==> src/ctp_pkg.sv <==
// Package for the cascaded 12-bit pulse-width timer
package ctp_pkg;
  // Register byte offsets
  localparam logic [7:0] ADDR_DUTY_LO = 8'h00;
  localparam logic [7:0] ADDR_DUTY_HI = 8'h04;
  localparam logic [7:0] ADDR_MODE    = 8'h08;
  localparam logic [7:0] ADDR_RUN     = 8'h0c;
  localparam logic [7:0] ADDR_STATUS  = 8'h10;
  localparam logic [7:0] ADDR_COUNT   = 8'h14;
  // Mode register fields
  localparam int MODE_LEVEL_BIT   = 0;
  localparam int MODE_BUFFER_BIT  = 1;
  localparam int MODE_EXTCLK_BIT  = 2;
  localparam int MODE_CASCADE_BIT = 3;
  localparam int MODE_FIELD_LSB   = 4;
  localparam logic [1:0] MODE_PWM12 = 2'h2;
  // Run register field
  localparam int RUN_BIT = 0;
  // Status register fields (write one to clear)
  localparam int STAT_OVF_BIT   = 0;
  localparam int STAT_FRAME_BIT = 1;
  // Reset values
  localparam logic [7:0] DUTY_LO_RST = 8'hff;
  localparam logic [7:0] DUTY_HI_RST = 8'hff;
  localparam logic [7:0] MODE_RST    = 8'h00;
  localparam logic [7:0] PRESCALE_RST = 8'h01;
  // AXI responses
  localparam logic [1:0] RESP_OKAY   = 2'h0;
  localparam logic [1:0] RESP_SLVERR = 2'h2;
  // Stretch frame position
  localparam logic [3:0] FRAME_LAST = 4'hf;

  typedef enum logic [2:0] {
    CTP_IDLE = 3'h1,
    CTP_RUN  = 3'h2,
    CTP_STOP = 3'h4
  } ctp_state_t;

  typedef struct packed {
    logic [7:0]  awaddr;
    logic        awvalid;
    logic [31:0] wdata;
    logic [3:0]  wstrb;
    logic        wvalid;
    logic        bready;
    logic [7:0]  araddr;
    logic        arvalid;
    logic        rready;
  } ctp_axi_req_t;

  typedef struct packed {
    logic        awready;
    logic        wready;
    logic [1:0]  bresp;
    logic        bvalid;
    logic        arready;
    logic [31:0] rdata;
    logic [1:0]  rresp;
    logic        rvalid;
  } ctp_axi_rsp_t;

  typedef struct packed {
    ctp_state_t  state;
    ctp_axi_rsp_t axi;
    logic        aw_held;
    logic [7:0]  aw_addr;
    logic        w_held;
    logic [31:0] w_data;
    logic [3:0]  w_strb;
    logic [7:0]  duty_lo_wr;
    logic [7:0]  duty_hi_wr;
    logic [11:0] buf_val;
    logic [11:0] active;
    logic [7:0]  mode;
    logic        run;
    logic [7:0]  prescale;
    logic [7:0]  pre_cnt;
    logic [7:0]  count;
    logic [3:0]  frame;
    logic        toggled;
    logic        pin;
    logic        ovf_flag;
    logic        frame_flag;
    logic        ovf_irq;
    logic        frame_irq;
    logic [1:0]  ext_sync;
    logic        ext_prev;
  } ctp_state_s_t;
endpackage

==> src/ctp_pwm12.sv <==
// Cascaded timer pair in 12-bit pulse-width mode with AXI4-Lite registers
//
// The implementer's own choices: the address map and the AXI4-Lite slave port.
`timescale 1ns/1ns
// What this block does
// RULE1 - Level select bit 0 idles the pulse output low, 1 idles it high.
// RULE2 - While stopped, the pin shows the level select bit.
// RULE3 - Idle before start, active after duty match, idle after overflow and stop.
// RULE4 - Run bit at 1 advances the counter once per source-clock tick.
// RULE5 - Counter low byte equal to duty toggles output away from idle.
// RULE6 - Masked periods delay the toggle to duty plus one count.
// RULE7 - Mask bits pick periods 9; 5,13; 3,7,11,15; and all even periods.
// RULE8 - A zero mask stretches no period.
// RULE9 - At 256 the counter wraps to zero, output returns to idle.
// RULE10 - Every overflow raises the overflow interrupt request.
// RULE11 - Every sixteenth overflow raises the frame interrupt request.
// RULE12 - Clearing run stops and clears the counter, output returns idle.
// RULE13 - External clock stays below half the core rate, phases two cycles.
// RULE14 - Buffer enable bit 0 disables, 1 enables the duty double buffer.
// RULE15 - Buffered running writes load the active value at frame end.
// RULE16 - Buffered duty reads return the last written buffer value.
// RULE17 - Stopped duty writes update buffer and active value together.
// RULE18 - Unbuffered running writes take effect at once.
// RULE19 - New duty below count waits for the next period.
// RULE20 - New duty equal to count matches right after the write.
// RULE21 - Low duty register first; high register write commits all twelve bits.
// RULE22 - High register low nibble holds bits 11..8; low holds duty and mask.
// RULE23 - Software selects cascade and mode 10 before start; running mode writes ignored.
// RULE24 - External pin is synchronised, one count pulse per falling edge.
module ctp_pwm12 (
  input  wire logic                  I_CORE_CLK,
  input  wire logic                  I_RST_B,
  input  wire logic                  I_CE,
  input  wire logic                  I_EXT_CLK,
  input  wire ctp_pkg::ctp_axi_req_t I_AXI,
  output ctp_pkg::ctp_axi_rsp_t      O_AXI,
  output logic                       O_PULSE_OUT,
  output logic                       O_OVERFLOW_IRQ,
  output logic                       O_FRAME_IRQ
);
  ctp_pkg::ctp_state_s_t s_q;
  ctp_pkg::ctp_state_s_t s_d;

  // Mask bit selecting a stretch for 1-based frame period p = idx+1
  function automatic logic stretched(input logic [3:0] mask, input logic [3:0] idx);
    logic [4:0] p;
    p = {1'b0, idx} + 5'h01;
    if (p[0] == 1'b0) stretched = mask[3];  // RULE7
    else if (p[1:0] == 2'h3) stretched = mask[2];
    else if (p == 5'h05 || p == 5'h0d) stretched = mask[1];
    else if (p == 5'h09) stretched = mask[0];
    else stretched = 1'b0;  // RULE8
  endfunction

  function automatic logic [31:0] read_mux(input ctp_pkg::ctp_state_s_t s, input logic [7:0] a);
    read_mux = 32'h0;
    case (a)
      ctp_pkg::ADDR_DUTY_LO: read_mux = {24'h0, s.duty_lo_wr};  // RULE16
      ctp_pkg::ADDR_DUTY_HI: read_mux = {24'h0, s.duty_hi_wr};
      ctp_pkg::ADDR_MODE:    read_mux = {24'h0, s.mode};
      ctp_pkg::ADDR_RUN:     read_mux = {16'h0, s.prescale, 7'h0, s.run};
      ctp_pkg::ADDR_STATUS:  read_mux = {30'h0, s.frame_flag, s.ovf_flag};
      ctp_pkg::ADDR_COUNT:   read_mux = {20'h0, s.frame, s.count};
      default:               read_mux = 32'h0;
    endcase
  endfunction

  function automatic logic known(input logic [7:0] a);
    known = (a == ctp_pkg::ADDR_DUTY_LO) || (a == ctp_pkg::ADDR_DUTY_HI) ||
            (a == ctp_pkg::ADDR_MODE) || (a == ctp_pkg::ADDR_RUN) ||
            (a == ctp_pkg::ADDR_STATUS) || (a == ctp_pkg::ADDR_COUNT);
  endfunction

  always_comb begin
    logic        tick;
    logic        wr_go;
    logic        ext_fall;
    logic        level;
    logic [7:0]  target;
    logic [11:0] commit;
    logic        commit_now;
    logic        ovf;
    logic [31:0] wd;
    logic [7:0]  cnt_n;
    s_d = s_q;
    tick = 1'b0;
    ext_fall = 1'b0;
    target = 8'h0;
    cnt_n = s_q.count;
    wr_go = 1'b0;
    commit_now = 1'b0;
    ovf = 1'b0;
    level = s_q.mode[ctp_pkg::MODE_LEVEL_BIT];
    wd = s_q.w_data;
    commit = s_q.buf_val;
    s_d.ovf_irq = 1'b0;
    s_d.frame_irq = 1'b0;

    // External pin: two-stage sync, then edge detect on the second stage
    s_d.ext_sync = {s_q.ext_sync[0], I_EXT_CLK};
    s_d.ext_prev = s_q.ext_sync[1];
    ext_fall = s_q.ext_prev & ~s_q.ext_sync[1];  // RULE24

    // Source tick: external edge or internal divide by prescale
    if (s_q.mode[ctp_pkg::MODE_EXTCLK_BIT]) begin
      tick = ext_fall;
      s_d.pre_cnt = 8'h0;
    end else if (s_q.run) begin
      if (s_q.pre_cnt >= s_q.prescale - 8'h01) begin
        s_d.pre_cnt = 8'h0;
        tick = 1'b1;
      end else begin
        s_d.pre_cnt = s_q.pre_cnt + 8'h01;
      end
    end

    // AXI write channels, taken in either order
    if (s_q.axi.awready && I_AXI.awvalid) begin
      s_d.aw_held = 1'b1;
      s_d.aw_addr = I_AXI.awaddr;
      s_d.axi.awready = 1'b0;
    end
    if (s_q.axi.wready && I_AXI.wvalid) begin
      s_d.w_held = 1'b1;
      s_d.w_data = I_AXI.wdata;
      s_d.w_strb = I_AXI.wstrb;
      s_d.axi.wready = 1'b0;
    end
    if (s_q.aw_held && s_q.w_held && !s_q.axi.bvalid) begin
      wr_go = s_q.w_strb[0];
      s_d.axi.bvalid = 1'b1;
      s_d.axi.bresp = known(s_q.aw_addr) ? ctp_pkg::RESP_OKAY : ctp_pkg::RESP_SLVERR;
      s_d.aw_held = 1'b0;
      s_d.w_held = 1'b0;
    end
    if (s_q.axi.bvalid && I_AXI.bready) begin
      s_d.axi.bvalid = 1'b0;
      s_d.axi.awready = 1'b1;
      s_d.axi.wready = 1'b1;
    end

    // AXI read channel
    if (s_q.axi.arready && I_AXI.arvalid) begin
      s_d.axi.arready = 1'b0;
      s_d.axi.rvalid = 1'b1;
      s_d.axi.rdata = read_mux(s_q, I_AXI.araddr);
      s_d.axi.rresp = known(I_AXI.araddr) ? ctp_pkg::RESP_OKAY : ctp_pkg::RESP_SLVERR;
    end else if (s_q.axi.rvalid && I_AXI.rready) begin
      s_d.axi.rvalid = 1'b0;
      s_d.axi.arready = 1'b1;
    end

    // Register writes
    if (wr_go) begin
      case (s_q.aw_addr)
        ctp_pkg::ADDR_DUTY_LO: s_d.duty_lo_wr = wd[7:0];
        ctp_pkg::ADDR_DUTY_HI: begin
          s_d.duty_hi_wr = wd[7:0];
          s_d.buf_val = {wd[3:0], s_q.duty_lo_wr};  // RULE21 RULE22
          commit = {wd[3:0], s_q.duty_lo_wr};
          // Stopped or unbuffered: active at once
          commit_now = !s_q.run || !s_q.mode[ctp_pkg::MODE_BUFFER_BIT];  // RULE14 RULE17 RULE18
        end
        ctp_pkg::ADDR_MODE: if (!s_q.run) s_d.mode = wd[7:0];  // RULE23
        ctp_pkg::ADDR_RUN: begin
          s_d.run = wd[ctp_pkg::RUN_BIT];  // RULE4
          if (!s_q.run && wd[15:8] != 8'h0) s_d.prescale = wd[15:8];
        end
        ctp_pkg::ADDR_STATUS: begin
          if (wd[ctp_pkg::STAT_OVF_BIT]) s_d.ovf_flag = 1'b0;
          if (wd[ctp_pkg::STAT_FRAME_BIT]) s_d.frame_flag = 1'b0;
        end
        default: ;
      endcase
    end
    if (commit_now) s_d.active = commit;

    // Duty match target, one later in stretched periods
    target = s_q.active[11:4] + {7'h0, stretched(s_q.active[3:0], s_q.frame)};  // RULE6

    case (s_q.state)
      ctp_pkg::CTP_IDLE: begin
        s_d.pin = level;  // RULE1 RULE2
        s_d.count = 8'h0;
        s_d.frame = 4'h0;
        s_d.toggled = 1'b0;
        if (s_q.run) s_d.state = ctp_pkg::CTP_RUN;
      end
      ctp_pkg::CTP_RUN: begin
        if (!s_q.run) begin
          s_d.state = ctp_pkg::CTP_STOP;
        end else begin
          if (tick) begin
            cnt_n = s_q.count + 8'h01;
            s_d.count = cnt_n;  // RULE4
            ovf = (s_q.count == 8'hff);
          end
          // Immediate compare covers writes equal to the count
          if (ovf) begin
            s_d.pin = level;  // RULE3 RULE9
            s_d.toggled = 1'b0;
            s_d.ovf_irq = 1'b1;  // RULE10
            s_d.ovf_flag = 1'b1;
            s_d.frame = s_q.frame + 4'h1;
            if (s_q.frame == ctp_pkg::FRAME_LAST) begin
              s_d.frame_irq = 1'b1;  // RULE11
              s_d.frame_flag = 1'b1;
              if (s_q.mode[ctp_pkg::MODE_BUFFER_BIT]) s_d.active = s_q.buf_val;  // RULE15
            end
          end else if (!s_q.toggled && (cnt_n == target || s_q.count == target)) begin
            // Pin moves with the count; an equal write still matches at once
            s_d.pin = ~level;  // RULE3 RULE5 RULE19 RULE20
            s_d.toggled = 1'b1;
          end
        end
      end
      ctp_pkg::CTP_STOP: begin
        s_d.count = 8'h0;  // RULE12
        s_d.pin = level;
        s_d.state = ctp_pkg::CTP_IDLE;
      end
      default: s_d.state = ctp_pkg::CTP_IDLE;
    endcase
  end

  always_ff @(posedge I_CORE_CLK or negedge I_RST_B) begin
    if (!I_RST_B) begin
      s_q <= '0;
      s_q.state <= ctp_pkg::CTP_IDLE;
      s_q.axi.awready <= 1'b1;
      s_q.axi.wready <= 1'b1;
      s_q.axi.arready <= 1'b1;
      s_q.duty_lo_wr <= ctp_pkg::DUTY_LO_RST;
      s_q.duty_hi_wr <= ctp_pkg::DUTY_HI_RST;
      s_q.buf_val <= {ctp_pkg::DUTY_HI_RST[3:0], ctp_pkg::DUTY_LO_RST};
      s_q.active <= {ctp_pkg::DUTY_HI_RST[3:0], ctp_pkg::DUTY_LO_RST};
      s_q.mode <= ctp_pkg::MODE_RST;
      s_q.prescale <= ctp_pkg::PRESCALE_RST;
    end else if (I_CE) begin
      s_q <= s_d;
    end
  end

  assign O_AXI = s_q.axi;
  assign O_PULSE_OUT = s_q.pin;
  assign O_OVERFLOW_IRQ = s_q.ovf_irq;
  assign O_FRAME_IRQ = s_q.frame_irq;
endmodule // ctp_pwm12

==> config.mk <==
export PLATFORM = sky130hd
export DESIGN_NAME = ctp_pwm12
export DESIGN_NICKNAME = d
export VERILOG_FILES = /design/src/ctp_pkg.sv /design/src/ctp_pwm12.sv
export SDC_FILE = /design/constraint.sdc
export NUM_CORES = 1
export LEC_CHECK = 0
export ABC_AREA = 1
export BUFFER_PORTS_ARGS = -buffer_cell sky130_fd_sc_hd__buf_4
export CAP_MARGIN = 10
export CORE_ASPECT_RATIO = 1.2
export CORE_MARGIN = 2
export CORE_UTILIZATION = 25
export DETAILED_ROUTE_END_ITERATION = 16
export REMOVE_ABC_BUFFERS = 1
export SLEW_MARGIN = 20
export SYNTH_ARGS = -nofsm -noshare
export SYNTH_HDL_FRONTEND = slang
export SYNTH_SLANG_ARGS = --single-unit
==> constraint.sdc <==
create_clock -name I_CORE_CLK -period 2.8 [get_ports I_CORE_CLK]
set_input_delay 0.56 -clock I_CORE_CLK [delete_from_list [all_inputs] [get_ports I_CORE_CLK]]
set_output_delay 0.56 -clock I_CORE_CLK [all_outputs]
set_load 0.03 [all_outputs]
==> flow_summary_export.csv <==
group,metric,value,unit
yosys,synth_edf_count,0,
power_and_ir_drop,pwr-share-comb,0.295,
place,gp_congestion,0.8569,
layout,drive_above_1_share,0.2802,
routing,wl_per_cell,14.83,um
layout,layout.cells.non_filler,1418,
critical_path,startpoint_type,"flip-flop",
routing,vias,6375,
outcome,failed_checks,"setup timing",
yosys,ys_top_cells_by_count,"nand2_1, inv_1, o21ai_0",
routing,dr.first_iter.drc_count,375,
global_route,grt_util_all_layers,0.1384,
power_and_ir_drop,p_int,4.546,mW
yosys,synthArstFlopShare,1.000,
routing,wirelength,21030,um
worst_hold_path,hold_class,"input port to async pin",
clock_network,clk_transition_reported_paths,0.06,ns
routing,via_per_inst,4.496,
clock_network,numCtsBuffers,17,
timing,tightest_slew,0.6663,ns
yosys,yosys.area.top_type_share,0.3167,
clock_network,ctsRootBufferMaster,"clkbuf_16",
yosys,synth.area.top_cells,"dfrtp_1, dfstp_2, nand2_1",
place,hpwl,15210,um
yosys,synth-seq-cells,135,
routing,first_pass_iters,5,
timing,fin_crit_sh,1.084,
critical_path,crit_path_end_kind,"flip-flop",
clock_network,cts.sinks,135,
floorplanning,num_rows,69,
place,place_inst,1370,
layout,final_util,0.3228,
clock_network,cts_tree,"built",
critical_path,worstPathArrival,3.39,ns
place,port_buffers,67,
power_and_ir_drop,p_clk_frac,0.319,
global_route,antenna_found_initial,0,
timing,maxClockFrequency,329.6,MHz
global_route,grt_max_degree,58,
timing,skew,0.01387,ns
timing,drv_slew,0,
routing,drc_errors,0,
power_and_ir_drop,power.switching,2.458,mW
layout,nets,1092,
place,pre_cts_ws,-0.3066,ns
layout,syn2layout_area_growth,27.93,%
yosys,seq_area_frac_synth,0.4618,
critical_path,cp.required,3.15,ns
yosys,syn_area_per_cell,8.225,um2
critical_path,worstSetupPathType,"flip-flop to flip-flop",
clock_network,cts_max_path_buffers,2,
yosys,ys_types,53,
layout,multi_input_area,3386,um2
power_and_ir_drop,netSwitchingFraction,0.3510,
timing,rsz0062_at_grt,"true",
power_and_ir_drop,pwr_density_cell,737.2,nW/um2
global_route,grt_pass1_vias,6303,
outcome,outcome,"finished with violations",
yosys,ys.flop_type,"dfrtp_1",
timing,final-hold-violation-count,0,
timing,tns,-3.819,ns
yosys,syn_inst,903,
run,cap_violations,0,
power_and_ir_drop,ir_worst_vdd,0.5180,mV
yosys,syn_area,7427,um2
critical_path,ff2ff_path_depth,20,
clock_network,clock_latency,0.43,ns
layout,antenna_cells,0,
timing,setup_violations,21,
timing,slew_headroom,0.5558,
floorplanning,pin_count,105,
routing,ant_nets,0,
global_route,grt_pass1_wl,33570,um
timing,setup_slack,-0.2344,ns
layout,register_area,3430,um2
timing,fin_crit,3.034,ns
power_and_ir_drop,seqPwrFrac,0.387,
floorplanning,die_area,31110,um2
power_and_ir_drop,p_leak,4.303,nW
floorplanning,initial_core_util,0.2523,
yosys,synth_top_cell_by_area,"dfrtp_1",
timing,whs,0.09491,ns
floorplanning,die_h,192.8,um
critical_path,crit_path_max_fanout,12,
clock_network,h-tree-depth,4,
floorplanning,die_w,161.3,um
layout,fillers,3053,
yosys,synth_most_common_cell,"nand2_1",
floorplanning,coreArea,29440,um2
yosys,ys.warnings.count,0,
global_route,gr-total-overflow,0,
## metrics by stage
step	area [um2]	power (mW)
after floorplan	7054	3.926
after global placement	8547	4.617
after detailed placement	8547	4.672
after CTS	9325	6.986
after global routing	9502	7.455
final	9502	7.004
## registers in the layout, summed over array words and instances, names as in the netlist
| name | flops |
|---|---|
| s_q | 107 |
| O_AXI | 23 |
| s_d | 2 |
| O_FRAME_IRQ | 1 |
| O_OVERFLOW_IRQ | 1 |
| O_PULSE_OUT | 1 |
## per-layer routing
| metal | global-route usage | vias up | part of all wire |
|---|---|---|---|
| met4 | 0.06937 | 0 | 0.036 |
| li1 | - | 3153 | - |
| met5 | 0 | - | 0 |
| met3 | 0.01762 | 38 | 0.031 |
| met2 | 0.2370 | 144 | 0.50 |
| met1 | 0.1718 | 3040 | 0.43 |
## cells in the final DEF, fill, tap and decap left out, types with 14 or more instances in the layout
cell and count:
inv_1 107, xor2_1 16, dfstp_2 41, conb_1 18, nand2_2 15, nand2_1 200, o211ai_1 24, o21ai_0 91
nand3_1 51, clkbuf_16 19, buf_4 134, dfrtp_1 94, nor2_1 38, o21ai_1 15, nand4_1 14
## critical path, stage by stage (launching register included)
cell and delay, ns:
dfrtp_1 0.41, inv_2 0.09, ha_4 0.15, nand3_4 0.09
nor3_4 0.18, xor2_1 0.15, inv_1 0.06, ha_1 0.28
nand2_2 0.06, inv_2 0.06, nand2_2 0.05, nor2_2 0.11
nor2_2 0.05, nand2_2 0.13, nand3_4 0.16, nor3_4 0.20
buf_6 0.15, nand3_4 0.12, clkbuf_16 0.21, o211ai_1 0.16
o21ai_1 0.09
## repair_timing
| item | in CTS | in global routing |
|---|---|---|
| resized for setup | 41 | 29 |
| hold buffers | 0 | 0 |
| setup endpoints to repair | 20 | 26 |
| setup buffers | 8 | 6 |
| gates cloned | 0 | 2 |
| pin swaps | 12 | 18 |
## layout make-up
class	instances	area share
flip-flops and latches	135	0.3609
multi-input cells	601	0.3563
repair buffers	146	0.1248
well taps	390	0.05136
clock buffers	20	0.04806
inverters	114	0.04504
clock inverters	12	0.01343
## power by group through the flow
stage | sequential [mW] | clock [mW] | combinational (mW)
finish | 2.71 | 2.23 | 2.06
global route | 2.77 | 2.35 | 2.34
CTS | 2.71 | 2.26 | 2.02
detailed placement | 2.73 | 0 | 1.94
global placement | 2.72 | 0 | 1.90
floorplan | 2.77 | 0 | 1.16
## logic make-up (layout without fill, tap and decap cells)
family,after synthesis,after routing,share of synthesized area
simple gates,366,366,0.2217
buf+inv,184,292,0.1164
xor+xnor,21,21,0.02476
flops,135,135,0.4618
other cells,1,18,0.0005049
fa+ha+maj,16,16,0.02695
mux,2,2,0.002864
compound gates,178,178,0.1450
## final timing paths
path | start | end | slack, ns
max | s_q[30] | s_q[56] | -0.23
min | I_RST_B | O_AXI[7] | 0.09
max reg2reg | s_q[30] | s_q[56] | -0.23
min reg2reg | O_PULSE_OUT | O_PULSE_OUT | 0.47
max in group asynchronous | I_RST_B | s_q[81] | 1.94
min in group I_CORE_CLK | I_AXI[50] | s_q[124] | 0.32
(Power assumes the default switching activity.)
